[src/verilog/acp_pkg.sv]
/*
  Constants for the alert / charge-done pin block of the charge gauge:
  register offsets, field positions, reset values and timing counts.
  Assumes a 20 MHz core clock and byte-wide register access.
*/
package acp_pkg;
  // ==========================================================
  // Register offsets
  localparam logic [2:0] ACP_REG_STATUS = 3'h0;
  localparam logic [2:0] ACP_REG_CONTROL = 3'h1;
  localparam logic [2:0] ACP_REG_CHG_MSB = 3'h2;
  localparam logic [2:0] ACP_REG_CHG_LSB = 3'h3;
  localparam logic [2:0] ACP_REG_THR_HI_MSB = 3'h4;
  localparam logic [2:0] ACP_REG_THR_HI_LSB = 3'h5;
  localparam logic [2:0] ACP_REG_THR_LO_MSB = 3'h6;
  localparam logic [2:0] ACP_REG_THR_LO_LSB = 3'h7;
  // ==========================================================
  // Reset values and charge limits
  localparam logic [7:0] ACP_CONTROL_RST = 8'h3C;
  localparam logic [15:0] ACP_CHARGE_RST = 16'h7FFF;
  localparam logic [15:0] ACP_THR_HI_RST = 16'hFFFF;
  localparam logic [15:0] ACP_THR_LO_RST = 16'h0000;
  localparam logic [15:0] ACP_CHARGE_FULL = 16'hFFFF;
  localparam logic [15:0] ACP_CHARGE_EMPTY = 16'h0000;
  // Identification bit, value arbitrary
  localparam logic ACP_ID_BIT = 1'b1;
  // ==========================================================
  // Control field positions
  localparam int ACP_CTL_SHDN = 0;
  localparam int ACP_CTL_PIN_LO = 1;
  localparam int ACP_CTL_PIN_HI = 2;
  localparam int ACP_CTL_PRE_LO = 3;
  localparam int ACP_CTL_PRE_HI = 5;
  localparam int ACP_CTL_VBAT_LO = 6;
  localparam int ACP_CTL_VBAT_HI = 7;
  // Pin function codes
  localparam logic [1:0] ACP_PIN_OFF = 2'h0;
  localparam logic [1:0] ACP_PIN_CHG_DONE = 2'h1;
  localparam logic [1:0] ACP_PIN_ALERT = 2'h2;
  // Status bit positions
  localparam int ACP_ST_UVLO = 0;
  localparam int ACP_ST_VBAT = 1;
  localparam int ACP_ST_LOW = 2;
  localparam int ACP_ST_HIGH = 3;
  localparam int ACP_ST_OVF = 5;
  localparam int ACP_ST_ID = 7;
  // ==========================================================
  // Timing
  localparam int ACP_CLK_PERIOD_NS = 50;
  localparam int ACP_CHG_DONE_MIN_NS = 1000;
  localparam int ACP_CHG_DONE_CYC =
    (ACP_CHG_DONE_MIN_NS + ACP_CLK_PERIOD_NS - 1) / ACP_CLK_PERIOD_NS;
  localparam logic [4:0] ACP_CHG_DONE_LAST = 5'(ACP_CHG_DONE_CYC - 1);
endpackage

[src/verilog/acp_pin_ctrl.sv]
/*
  Register file, charge accumulator with prescaler, threshold alerts
  and the shared alert / charge-done pin of a coulomb-counting gauge.
  Assumes a serial front end on the same clock that issues byte reads
  and writes, and an integrator that pulses ramp_up / ramp_down.
*/
`timescale 1ns/100ps
module acp_pin_ctrl (
  input wire logic mclk,
  input wire logic reset,
  input wire logic ce,
  input wire logic [2:0] reg_addr,
  input wire logic [7:0] reg_wdata,
  input wire logic reg_wr,
  input wire logic reg_rd,
  output logic [7:0] reg_rdata,
  input wire logic ramp_up,
  input wire logic ramp_down,
  input wire logic vbat_low_in,
  input wire logic uvlo_in,
  input wire logic pin_in,
  output logic pin_out,
  output logic pin_oe,
  input wire logic scl_in,
  output logic scl_sync,
  input wire logic sda_in,
  output logic sda_sync,
  output logic sda_out,
  output logic sda_oe,
  input wire logic ser_tx_en,
  input wire logic ser_tx_bit,
  output logic [15:0] charge_level
);
  import acp_pkg::*;

  // ==========================================================
  // Pin synchronisers
  logic [1:0] pin_meta;
  logic [1:0] scl_meta;
  logic [1:0] sda_meta;
  logic [1:0] vbat_meta;
  logic [1:0] uvlo_meta;

  always_ff @(posedge mclk) begin
    if (reset) begin
      pin_meta <= 2'h0;
      scl_meta <= 2'h3;
      sda_meta <= 2'h3;
      vbat_meta <= 2'h0;
      uvlo_meta <= 2'h0;
    end else if (ce) begin
      pin_meta <= {pin_meta[0], pin_in};
      scl_meta <= {scl_meta[0], scl_in};
      sda_meta <= {sda_meta[0], sda_in};
      vbat_meta <= {vbat_meta[0], vbat_low_in};
      uvlo_meta <= {uvlo_meta[0], uvlo_in};
    end
  end

  wire pin_level = pin_meta[1];
  wire vbat_low = vbat_meta[1];
  wire uvlo_seen = uvlo_meta[1];
  assign scl_sync = scl_meta[1];
  assign sda_sync = sda_meta[1];

  // ==========================================================
  // Serial data: open drain, clock never driven
  assign sda_out = 1'b0;
  assign sda_oe = ser_tx_en & ~ser_tx_bit;

  // ==========================================================
  // Registers
  logic [7:0] control;
  logic [15:0] charge;
  logic [15:0] thr_high;
  logic [15:0] thr_low;
  logic [6:0] prescale;
  logic [4:0] cc_count;
  logic flag_uvlo;
  logic flag_vbat;
  logic flag_low;
  logic flag_high;
  logic flag_ovf;

  wire [1:0] pin_mode = control[ACP_CTL_PIN_HI:ACP_CTL_PIN_LO];
  wire [2:0] pre_sel = control[ACP_CTL_PRE_HI:ACP_CTL_PRE_LO];
  wire shutdown = control[ACP_CTL_SHDN];
  wire mode_alert = (pin_mode == ACP_PIN_ALERT);
  wire mode_cc = (pin_mode == ACP_PIN_CHG_DONE);

  wire wr_ctl = reg_wr && (reg_addr == ACP_REG_CONTROL);
  wire wr_cmsb = reg_wr && (reg_addr == ACP_REG_CHG_MSB);
  wire wr_clsb = reg_wr && (reg_addr == ACP_REG_CHG_LSB);
  wire wr_hmsb = reg_wr && (reg_addr == ACP_REG_THR_HI_MSB);
  wire wr_hlsb = reg_wr && (reg_addr == ACP_REG_THR_HI_LSB);
  wire wr_lmsb = reg_wr && (reg_addr == ACP_REG_THR_LO_MSB);
  wire wr_llsb = reg_wr && (reg_addr == ACP_REG_THR_LO_LSB);
  wire rd_status = reg_rd && (reg_addr == ACP_REG_STATUS);

  // ==========================================================
  // Charge-done qualification: level must hold for the minimum width
  wire cc_hit = mode_cc && pin_level && (cc_count == ACP_CHG_DONE_LAST);
  wire [4:0] next_cc_count = (!mode_cc || !pin_level) ? 5'h00 :
    (cc_hit ? cc_count : cc_count + 5'h01);

  // ==========================================================
  // Prescaler: M = 2**sel, one charge count per M ramp reversals
  wire [6:0] pre_max = 7'((8'h01 << pre_sel) - 8'h01);
  wire at_full = (charge == ACP_CHARGE_FULL);
  wire at_empty = (charge == ACP_CHARGE_EMPTY);
  wire do_up = ramp_up && !ramp_down && !shutdown;
  wire do_down = ramp_down && !ramp_up && !shutdown;
  // A smaller M can leave prescale above the new top; count it as a wrap, not 128 steps
  wire step_up = do_up && (prescale >= pre_max);
  wire step_down = do_down && (prescale == 7'h00);
  wire [6:0] next_prescale = shutdown ? prescale :
    (do_up ? (step_up ? 7'h00 : prescale + 7'h01) :
    (do_down ? (step_down ? pre_max : prescale - 7'h01) : prescale));

  // Saturation instead of wrap; a reversal moves it off the limit
  wire [15:0] counted = (step_up && !at_full) ? charge + 16'h0001 :
    ((step_down && !at_empty) ? charge - 16'h0001 : charge);
  wire [15:0] written = {wr_cmsb ? reg_wdata : counted[15:8],
    wr_clsb ? reg_wdata : counted[7:0]};
  // Charger event wins over a software write in the same cycle
  wire [15:0] next_charge = cc_hit ? ACP_CHARGE_FULL : written;
  wire ovf_set = (step_up && at_full) || (step_down && at_empty);

  // ==========================================================
  // Threshold compare and sticky status, set wins over read clear
  wire high_cond = (charge > thr_high);
  wire low_cond = (charge < thr_low);
  wire vbat_cond = vbat_low && (control[ACP_CTL_VBAT_HI:ACP_CTL_VBAT_LO] != 2'h0);
  wire next_flag_high = high_cond || (flag_high && !rd_status);
  wire next_flag_low = low_cond || (flag_low && !rd_status);
  wire next_flag_ovf = ovf_set || ((at_full || at_empty) && flag_ovf) ||
    (flag_ovf && !rd_status);
  wire next_flag_vbat = vbat_cond || (flag_vbat && !rd_status);
  wire next_flag_uvlo = uvlo_seen || (flag_uvlo && !rd_status);
  wire any_alert = flag_high || flag_low || flag_ovf || flag_vbat;

  wire [7:0] status = {ACP_ID_BIT, 1'b0, flag_ovf, 1'b0, flag_high, flag_low,
    flag_vbat, flag_uvlo};

  always_ff @(posedge mclk) begin
    if (reset) begin
      control <= ACP_CONTROL_RST;
      thr_high <= ACP_THR_HI_RST;
      thr_low <= ACP_THR_LO_RST;
    end else if (ce) begin
      if (wr_ctl) control <= reg_wdata;
      if (wr_hmsb) thr_high[15:8] <= reg_wdata;
      if (wr_hlsb) thr_high[7:0] <= reg_wdata;
      if (wr_lmsb) thr_low[15:8] <= reg_wdata;
      if (wr_llsb) thr_low[7:0] <= reg_wdata;
    end
  end

  always_ff @(posedge mclk) begin
    if (reset) begin
      charge <= ACP_CHARGE_RST;
      prescale <= 7'h00;
      cc_count <= 5'h00;
    end else if (ce) begin
      charge <= next_charge;
      prescale <= next_prescale;
      cc_count <= next_cc_count;
    end
  end

  always_ff @(posedge mclk) begin
    if (reset) begin
      flag_high <= 1'b0;
      flag_low <= 1'b0;
      flag_ovf <= 1'b0;
      flag_vbat <= 1'b0;
      flag_uvlo <= 1'b0;
    end else if (ce) begin
      flag_high <= next_flag_high;
      flag_low <= next_flag_low;
      flag_ovf <= next_flag_ovf;
      flag_vbat <= next_flag_vbat;
      flag_uvlo <= next_flag_uvlo;
    end
  end

  // ==========================================================
  // Read port: data only in the cycle after the strobe
  wire [7:0] read_mux = (reg_addr == ACP_REG_STATUS) ? status :
    (reg_addr == ACP_REG_CONTROL) ? control :
    (reg_addr == ACP_REG_CHG_MSB) ? charge[15:8] :
    (reg_addr == ACP_REG_CHG_LSB) ? charge[7:0] :
    (reg_addr == ACP_REG_THR_HI_MSB) ? thr_high[15:8] :
    (reg_addr == ACP_REG_THR_HI_LSB) ? thr_high[7:0] :
    (reg_addr == ACP_REG_THR_LO_MSB) ? thr_low[15:8] : thr_low[7:0];

  always_ff @(posedge mclk) begin
    if (reset) begin
      reg_rdata <= 8'h00;
    end else if (ce) begin
      reg_rdata <= reg_rd ? read_mux : 8'h00;
    end
  end

  // ==========================================================
  // Shared pin: open drain in alert mode, released otherwise
  assign pin_out = 1'b0;
  assign pin_oe = mode_alert && any_alert;
  assign charge_level = charge;
endmodule

[config.mk]
export PLATFORM = sky130hd
export DESIGN_NAME = acp_pin_ctrl
export DESIGN_NICKNAME = d
export VERILOG_FILES = /design/src/verilog/acp_pkg.sv /design/src/verilog/acp_pin_ctrl.sv
export SDC_FILE = /design/constraint.sdc
export NUM_CORES = 1
export LEC_CHECK = 0
export ABC_AREA = 1
export BUFFER_PORTS_ARGS = -buffer_cell sky130_fd_sc_hd__buf_4
export CORE_MARGIN = 3
export CORE_UTILIZATION = 60
export DETAILED_ROUTE_END_ITERATION = 12
export PLACE_DENSITY = 0.89
export SYNTH_ARGS = -nofsm -noshare
export SYNTH_HDL_FRONTEND = slang
export SYNTH_SLANG_ARGS = --single-unit
[constraint.sdc]
create_clock -name mclk -period 4.34 [get_ports mclk]
set_clock_uncertainty 0.05 [all_clocks]
set_input_delay 0.434 -clock mclk [delete_from_list [all_inputs] [get_ports mclk]]
set_output_delay 0.434 -clock mclk [all_outputs]
set_load 0.05 [all_outputs]
==> results.ini, run 1 <==
[synth]
syn_area_mm2 = 0.00652
ys.flop_type = dfxtp_1
yosysWarnings = 0
synth_xor_xnor_area_share = 0.0161
synth-seq-area-share = 0.279
synth_fa_ha_area_frac = 0.111
yosys.area_share.simple = 0.294
avgSynthCellArea_um2 = 6.66
yosysUniqueCellTypes = 42
muxShareOfSynthArea = 0
synth_edf_count = 0
synth_compound_area_frac = 0.202
synthCells = 979
synth-seq-cells = 91
synthArstFlopShare = 0
synth_top_family_by_area = simple AND/OR/NAND/NOR gates

[finish]
finalNonFillerCells = 1158
nFillCells = 972
multi_input_area_mm2 = 0.00407
drive_gt1_frac = 0.121
area_delta_synth_final_pct = 9.86
final_nets = 1099
final_common_cell = nand2_1
regArea_mm2 = 0.00182
layout_common_cells = nand2_1 (244), a21oi_1 (108), inv_1 (107)
fin_util = 0.685
diodes = 0

[global_route]
grt_overflow = 0
grt_max_degree = 41
grt_first_pass_wirelength_mm = 30.2
track_usage = 0.321
grt_pass1_vias = 6091
antenna_found_initial = 0

[pwr]
clockPowerShare = 0.304
p_per_area_mw_per_mm2 = 286
comb_power_share = 0.245
internal_power_mw = 1.33
swShare = 0.349
finalPower_mw = 2.05
p_leak_nw = 3.41
p_switching_mw = 0.716
seqPwrFrac = 0.452
vdd_drop_max_mv = 0.310

[detailed_routing]
drt_iter0_markers = 683
wl_per_cell_um = 16.6
drt-total-wl_mm = 19.2
detail_route.first_pass.iterations = 6
via_per_inst = 5.89
ant_nets = 0
num_vias = 6820
drc = 0

[clocking]
cts_post_setup_buffers_inserted = 0
clk_pin_slew_ps = 100
cts_tree = done
cts_buffer_depth = 2
cts_resized = 0
hold_buffers = 0
cts_buffers = 9
cts_max_level = 3
root_buffer = clkbuf_8
clock-sinks = 91
clk_latency_ps = 370

[setup_path]
r2r_slack_ps = 420
critPathKind = reg2reg
setup.worst_path.end_class = flop
cp.arrival_ps = 4130
cp.required_ps = 4550
critPathMaxFanout = 20
cp-start-kind = flop

[sta]
holdWs_ps = 218
fmax_ghz = 0.255
maxSlewViolCount = 0
slew_headroom = 0.496
period_needed_ps = 3920
worstMarginPinSlew_ps = 755
tns_ps = 0
finalSetupViolations = 0
fin_crit_sh = 0.903
grt_setup_unrepaired = false
hold_violations = 0

[place]
dp_hpwl_mm = 14.2
gp_congestion = 0.994
port_buffers = 52
dpl.cell_count = 1142

[flow_run]
drv_cap = 0

[die]
dieArea_mm2 = 0.0122
die_height_um = 110
die_w_um = 110
rows = 37
ioPinCount = 55
core-area_mm2 = 0.0105
start_util = 0.623

[min_path]
hold_class = in2reg

[status]
status = complete, no violations

worst max-delay path: stages, from the launching register on:
cell	delay, ps
dfxtp_1	420
inv_1	90
o21ai_0	300
inv_1	90
ha_1	320
nand2_1	60
nor2_1	100
nand3_1	80
nand3_1	240
nand3_2	480
ha_1	550
a21oi_1	200
nand2_1	130
nand3_1	90
nand2_1	150
nand3_1	130
nand3_1	70
nand3_1	80
nand2_1	50
nand2_1	60
nand3_1	60
final timing paths:
check	start	endpoint	cells after the start
max	control[4]$_SDFFE_PP1P_	charge_level[11]$_SDFFE_PP1P_	20
min reg2reg	uvlo_meta[1]$_SDFFE_PP0P_	flag_uvlo$_SDFFE_PP0P_	2
min	sda_in	sda_meta[0]$_SDFFE_PP1P_	3
max reg2reg	control[4]$_SDFFE_PP1P_	charge_level[11]$_SDFFE_PP1P_	20
per-layer routing:
layer	vias up	global-route usage	wire (um)
li1	3342	-	-
met1	3077	0.426	8130
met2	340	0.499	8290
met3	61	0.0868	2170
met4	0	0.120	628
met5	-	0	0
registers in the layout, indices dropped and copies added, names as in the netlist:
register      count
flag_ovf          1
flag_low          1
pin_meta          2
flag_vbat         1
vbat_meta         2
flag_uvlo         1
cc_count          5
scl_meta          2
charge_level     16
reg_rdata         8
flag_high         1
prescale          7
thr_low          16
control           8
thr_high         16
sda_meta          2
uvlo_meta         2
stage by stage:
step | worst slack [ps] | instance area, um2
after floorplan | 1210 | 6520
after global placement | 716 | 6950
after detailed placement | 514 | 6950
after CTS | 515 | 7160
after global routing | 115 | 7160
final | 422 | 7160
cell usage after synthesis, types with 7 or more instances:
| master | n | area share |
|---|---|---|
| nand4_1 | 15 | 0.014 |
| inv_1 | 108 | 0.062 |
| clkbuf_1 | 10 | 0.0058 |
| nor2_4 | 7 | 0.012 |
| nor2_2 | 9 | 0.0086 |
| o21ai_1 | 18 | 0.014 |
| nand2_1 | 244 | 0.14 |
| ha_1 | 56 | 0.11 |
| nor2_1 | 60 | 0.035 |
| buf_4 | 7 | 0.0081 |
| nor3_1 | 8 | 0.0061 |
| inv_2 | 14 | 0.0081 |
| dfxtp_1 | 91 | 0.28 |
| o211ai_1 | 32 | 0.037 |
| a21oi_1 | 108 | 0.083 |
| xor2_1 | 12 | 0.016 |
| buf_2 | 9 | 0.0069 |
| nand3_1 | 66 | 0.051 |
| o21ai_0 | 59 | 0.045 |
power groups by stage:
stage / Clock, mW / Sequential [mW] / Combinational, mW
2_1_floorplan: 0 / 0.970 / 0.319
3_3_place_gp: 0 / 0.941 / 0.484
3_5_place_dp: 0 / 0.941 / 0.490
4_1_cts: 0.630 / 0.922 / 0.494
5_1_grt: 0.663 / 0.929 / 0.556
6_report: 0.623 / 0.926 / 0.502
logic make-up after synthesis:
| kind of cell | count (synthesis) |
|---|---|
| simple gates | 429 |
| flops | 91 |
| other cells | 1 |
| fa+ha+maj | 57 |
| compound gates | 236 |
| buf+inv | 153 |
| xor+xnor | 12 |
area by class of cell:
| type | instances | area share |
|---|---|---|
| clock buffers | 10 | 0.0192 |
| repair buffers | 56 | 0.0587 |
| well taps | 136 | 0.0238 |
| clock inverters | 6 | 0.0107 |
| flip-flops and latches | 91 | 0.254 |
| inverters | 123 | 0.0648 |
| multi-input cells | 736 | 0.569 |
Power figures use the tool's default switching activity.
==> inputs of run 2 (changes only) <==
clock period = 3.65 ns   (was 4.34 ns; I/O delays follow)
==> run 2 against run 1 <==
Net effect: routed wire length grew 3.1%; maximum frequency grew 15%; clock power grew 12%; worst setup slack lost 190 ps; largest cell class unchanged.
==> results.ini, run 2 (synthesized netlist as in run 1, its figures left out) <==
[pwr]
p_per_area_mw_per_mm2 = 332  ; +16%
internal_power_mw = 1.57  ; +18%
clockPowerShare = 0.289  ; -0.015
vdd_drop_max_mv = 0.290  ; -6.4%
swShare = 0.350  ; +0.000697
seqPwrFrac = 0.442  ; -0.010
p_leak_nw = 3.48  ; +1.9%
p_switching_mw = 0.846  ; +18%
comb_power_share = 0.269  ; +0.024

[setup_path]
cp.required_ps = 3860  ; -690 ps
setup.worst_path.end_class = flop
critPathMaxFanout = 12  ; -40%
cp-start-kind = flop
critPathKind = reg2reg
cp.arrival_ps = 3620  ; -510 ps

[sta]
slew_headroom = 0.505  ; +0.00914
period_needed_ps = 3410  ; -505 ps
fmax_ghz = 0.293  ; +15%
finalSetupViolations = 0  ; unchanged
worstMarginPinSlew_ps = 742  ; -13.7 ps
holdWs_ps = 139  ; -78.9 ps
hold_violations = 0  ; unchanged
fin_crit_sh = 0.935  ; +0.0324
maxSlewViolCount = 0  ; unchanged
tns_ps = 0  ; unchanged

[finish]
regArea_mm2 = 0.00182  ; unchanged
drive_gt1_frac = 0.135  ; +0.0133
nFillCells = 910  ; -6.4%
diodes = 0  ; unchanged
final_nets = 1117  ; +1.6%
multi_input_area_mm2 = 0.00408  ; +0.18%
final_common_cell = nand2_1
layout_common_cells = nand2_1 (244), a21oi_1 (108), inv_1 (107)
area_delta_synth_final_pct = 11.7

[die]
ioPinCount = 55  ; unchanged
core-area_mm2 = 0.0105  ; unchanged
die_height_um = 110  ; unchanged
rows = 37  ; unchanged
start_util = 0.623  ; unchanged
dieArea_mm2 = 0.0122  ; unchanged
die_w_um = 110  ; unchanged

[global_route]
grt_max_degree = 46  ; +12%
grt_overflow = 0  ; unchanged
grt_first_pass_wirelength_mm = 31.0  ; +2.7%
antenna_found_initial = 0  ; unchanged
track_usage = 0.332  ; +0.0114
grt_pass1_vias = 6134  ; +0.71%

[detailed_routing]
via_per_inst = 5.87  ; -0.30%
drc = 0  ; unchanged
ant_nets = 0  ; unchanged
wl_per_cell_um = 16.9  ; +1.5%
num_vias = 6905  ; +1.2%
detail_route.first_pass.iterations = 6  ; unchanged
drt_iter0_markers = 803  ; +18%
drt-total-wl_mm = 19.8  ; +3.1%

[min_path]
hold_class = in2reg

[clocking]
hold_buffers = 0  ; unchanged
clk_latency_ps = 380  ; about the same
clock-sinks = 91  ; unchanged
root_buffer = clkbuf_8
cts_buffers = 9  ; unchanged
cts_buffer_depth = 2  ; unchanged
clk_pin_slew_ps = 90  ; about the same
cts_tree = done
cts_max_level = 3  ; unchanged

[place]
dp_hpwl_mm = 14.5  ; +2.2%
gp_congestion = 1.06  ; +7.0%
port_buffers = 52  ; unchanged

[status]
status = complete, no violations

[flow_run]
drv_cap = 0  ; unchanged

run 2: per-layer routing:
layer	part of all wire	up-vias	global-route usage
met4	0.041	0	0.159
met5	0	-	0
met1	0.41	3088	0.444
met3	0.12	71	0.0955
li1	-	3377	-
met2	0.43	369	0.491
run 2: power by group through the flow:
| stage | sequential [mW] | combinational (mW) | clock [mW] |
|---|---|---|---|
| 2_1_floorplan | 1.15 | 0.379 | 0 |
| 3_3_place_gp | 1.09 | 0.621 | 0 |
| 3_5_place_dp | 1.09 | 0.630 | 0 |
| 4_1_cts | 1.07 | 0.635 | 0.701 |
| 5_1_grt | 1.07 | 0.714 | 0.741 |
| 6_report | 1.07 | 0.650 | 0.699 |
run 2: repair_timing:
action,CTS,global route
gates resized for setup,0,1
setup endpoints to repair,0,10
buffers inserted,0,3
hold endpoints to repair,0,0
run 2: area by class of cell:
| cell class | instances | area share |
|---|---|---|
| Clock buffer | 11 | 0.0180 |
| Clock inverter | 5 | 0.00842 |
| Inverter | 123 | 0.0637 |
| Multi-Input combinational cell | 736 | 0.560 |
| Sequential cell | 91 | 0.250 |
| Tap cell | 136 | 0.0234 |
| Timing Repair Buffer | 74 | 0.0763 |
run 2: path summary, 6_finish.rpt:
check	start	to	slack [ps]	cells past startpoint
max	control[4]$_SDFFE_PP1P_	charge_level[11]$_SDFFE_PP1P_	240	22
min	sda_in	sda_meta[0]$_SDFFE_PP1P_	140	3
max reg2reg	control[4]$_SDFFE_PP1P_	charge_level[11]$_SDFFE_PP1P_	240	22
min reg2reg	sda_meta[0]$_SDFFE_PP1P_	sda_meta[0]$_SDFFE_PP1P_	410	2
run 2: worst max-delay path, cell delays in order, from the launching register on:
cell	delay [ps]
dfxtp_1	430
inv_1	110
o21ai_0	230
inv_1	70
ha_1	310
nand2_1	70
nor2_1	100
nand3_1	70
nand3_1	160
nand3_4	200
buf_4	200
ha_1	350
nand2_1	100
inv_1	80
nand3_1	80
nand2_1	180
nand3_1	140
nand2_1	80
nand2_1	40
nand3_1	70
nand2_1	50
nand2_1	50
nand3_1	60
run 2: stage by stage:
stage / worst slack, ps / utilization / instances / cell area (um2) / power (mW)
6_report: 237 / 0.696 / 1176 / 7280 / 2.42
5_1_grt: -22.9 / 0.696 / 1176 / 7280 / 2.53
4_1_cts: 198 / 0.693 / 1173 / 7250 / 2.40
3_5_place_dp: 214 / 0.675 / 1157 / 7060 / 1.72
3_3_place_gp: 320 / 0.675 / 1157 / 7060 / 1.71
2_1_floorplan: 519 / - / 980 / 6520 / 1.53
==> inputs of run 3 (changes only) <==
CORE_UTILIZATION = 45   (was 60)
PLACE_DENSITY = 0.72   (was 0.89)
==> run 3 against run 2 <==
Net effect: worst setup slack better by 38 ps; critical path depth down 3; count of clock-buffer cells in the layout is 1 lower; sequential share of layout area fell by 0.65 points; first-iteration DRC count decreased by 24%; largest cell class unchanged; critical path type unchanged; clock power is 41% higher; die area up 31%; via count shrank 2.0%; non-clock buffer count grew 2.
==> results.ini, run 3 (synthesized netlist as in run 1, its figures left out) <==
[finish]
layout_common_cells = nand2_1 (244), a21oi_1 (108), inv_1 (107)
final_nets = 1119  ; +0.18%
final_area_mm2 = 0.00748  ; +2.7%
final_common_cell = nand2_1
nFillCells = 1369  ; +50%
fin_util = 0.533  ; -0.164
drive_gt1_frac = 0.140  ; +0.00550
diodes = 0  ; unchanged
area_delta_synth_final_pct = 14.7

[setup_path]
cp.arrival_ps = 3570  ; -50 ps
cp-start-kind = flop
setup.worst_path.end_class = flop
critPathMaxFanout = 15  ; +3
cp.required_ps = 3840  ; -20 ps
r2r_slack_ps = 270  ; +40 ps
critPathKind = reg2reg

[clocking]
root_buffer = clkbuf_16
cts_max_level = 3  ; unchanged
clk_latency_ps = 360  ; -20 ps
cts_buffers = 9  ; unchanged
cts_buffer_depth = 2  ; unchanged
clock-sinks = 91  ; unchanged
hold_buffers = 0  ; unchanged
clk_pin_slew_ps = 70  ; -20 ps
cts_tree = done

[die]
dieArea_mm2 = 0.0160  ; +31%
start_util = 0.464  ; -0.159
rows = 43  ; +16%
ioPinCount = 55  ; unchanged
core-area_mm2 = 0.0140  ; +34%
die_w_um = 126  ; +15%
die_height_um = 126  ; +15%

[global_route]
track_usage = 0.257  ; -0.0754
antenna_found_initial = 0  ; unchanged
grt_overflow = 0  ; unchanged
grt_max_degree = 37  ; -20%
grt_first_pass_wirelength_mm = 32.7  ; +5.7%
grt_pass1_vias = 6302  ; +2.7%

[sta]
holdWs_ps = 159  ; +20.1 ps
maxSlewViolCount = 0  ; unchanged
period_needed_ps = 3380  ; -38.3 ps
finalSetupViolations = 0  ; unchanged
fmax_ghz = 0.296  ; +1.1%
tns_ps = 0  ; unchanged
worstMarginPinSlew_ps = 671  ; -71.0 ps
worst_slack_ps = 275  ; +38.3 ps
slew_headroom = 0.552  ; +0.0474
fin_crit_sh = 0.925  ; -0.0105
hold_violations = 0  ; unchanged

[detailed_routing]
m1WireLength_mm = 9.18  ; +12%
ant_nets = 0  ; unchanged
drc = 0  ; unchanged
via_per_inst = 5.54  ; -5.7%
dr_wl_met3_mm = 1.81  ; -22%
top_layer = met4
detail_route.first_pass.iterations = 5  ; -1
wl_per_cell_um = 16.7  ; -1.1%
drt_iter0_markers = 613  ; -24%
met2_length_mm = 8.72  ; +2.9%
num_vias = 6768  ; -2.0%
drt-total-wl_mm = 20.4  ; +2.7%

[status]
status = complete, no violations

[place]
gp_congestion = 0.983  ; -7.6%
port_buffers = 52  ; unchanged
pre_cts_slack_ps = 110  ; -104 ps
dp_hpwl_mm = 15.1  ; +4.2%
placed_area_mm2 = 0.00713  ; +0.99%

[pwr]
clockPowerShare = 0.364  ; +0.075
p_switching_mw = 0.906  ; +7.1%
vdd_drop_max_mv = 0.219  ; -25%
p_per_area_mw_per_mm2 = 361  ; +8.9%
p_leak_nw = 3.54  ; +1.9%
internal_power_mw = 1.80  ; +14%
swShare = 0.335  ; -0.0148
seqPwrFrac = 0.396  ; -0.046
comb_power_share = 0.241  ; -0.028

[min_path]
hold_class = in2reg

[flow_run]
drv_cap = 0  ; unchanged

run 3: power by group through the flow:
stage	Clock [mW]	Sequential, mW	Combinational, mW
floorplan	0	1.15	0.379
global placement	0	1.09	0.633
CTS	0.999	1.07	0.640
finish	0.983	1.07	0.651
detailed placement	0	1.09	0.636
global route	1.04	1.07	0.719
run 3: what timing repair did:
action                                  in CTS  in global routing
gates resized for setup                      0                  3
setup buffers                                0                  3
endpoints found under the setup margin       0                 13
run 3: cell type report:
class                           count  area, um2  area share
Clock buffer                       10        229      0.0306
Inverter                          123        464      0.0621
Sequential cell                    91       1820       0.244
Clock inverter                      6       81.3      0.0109
Timing Repair Buffer               76        571      0.0763
Tap cell                          180        225      0.0301
Multi-Input combinational cell    736       4090       0.546
run 3: worst max-delay path, stage by stage, from the launching register on:
cell,delay (ps)
dfxtp_1,390
inv_1,90
o21ai_0,250
inv_1,70
ha_1,310
nand2_1,50
nor2_1,100
nand3_1,80
nand3_1,170
nand3_4,250
buf_4,240
ha_1,340
a21oi_1,190
o21ai_0,120
a21oi_1,180
nand2_1,80
nand2_1,60
nand2_1,50
a21oi_1,120
o21ai_1,60
run 3: final timing paths:
path | from | to | depth (start not counted)
hold reg to reg | scl_meta[0]$_SDFFE_PP1P_ | scl_meta[0]$_SDFFE_PP1P_ | 2
setup / recovery | control[3]$_SDFFE_PP1P_ | charge_level[14]$_SDFFE_PP1P_ | 19
setup reg to reg | control[3]$_SDFFE_PP1P_ | charge_level[14]$_SDFFE_PP1P_ | 19
hold / removal | sda_in | sda_meta[0]$_SDFFE_PP1P_ | 3
run 3: routing by layer:
| metal | vias to the layer above | track usage |
|---|---|---|
| met5 | - | 0 |
| met2 | 275 | 0.390 |
| met1 | 3061 | 0.362 |
| met4 | 0 | 0.0940 |
| li1 | 3381 | - |
| met3 | 51 | 0.0514 |
run 3: per-stage QoR:
| step | total power, mW | std cells |
|---|---|---|
| after floorplan | 1.53 | 980 |
| after global placement | 1.72 | 1203 |
| after detailed placement | 1.73 | 1203 |
| after CTS | 2.71 | 1219 |
| after global routing | 2.84 | 1222 |
| final | 2.70 | 1222 |
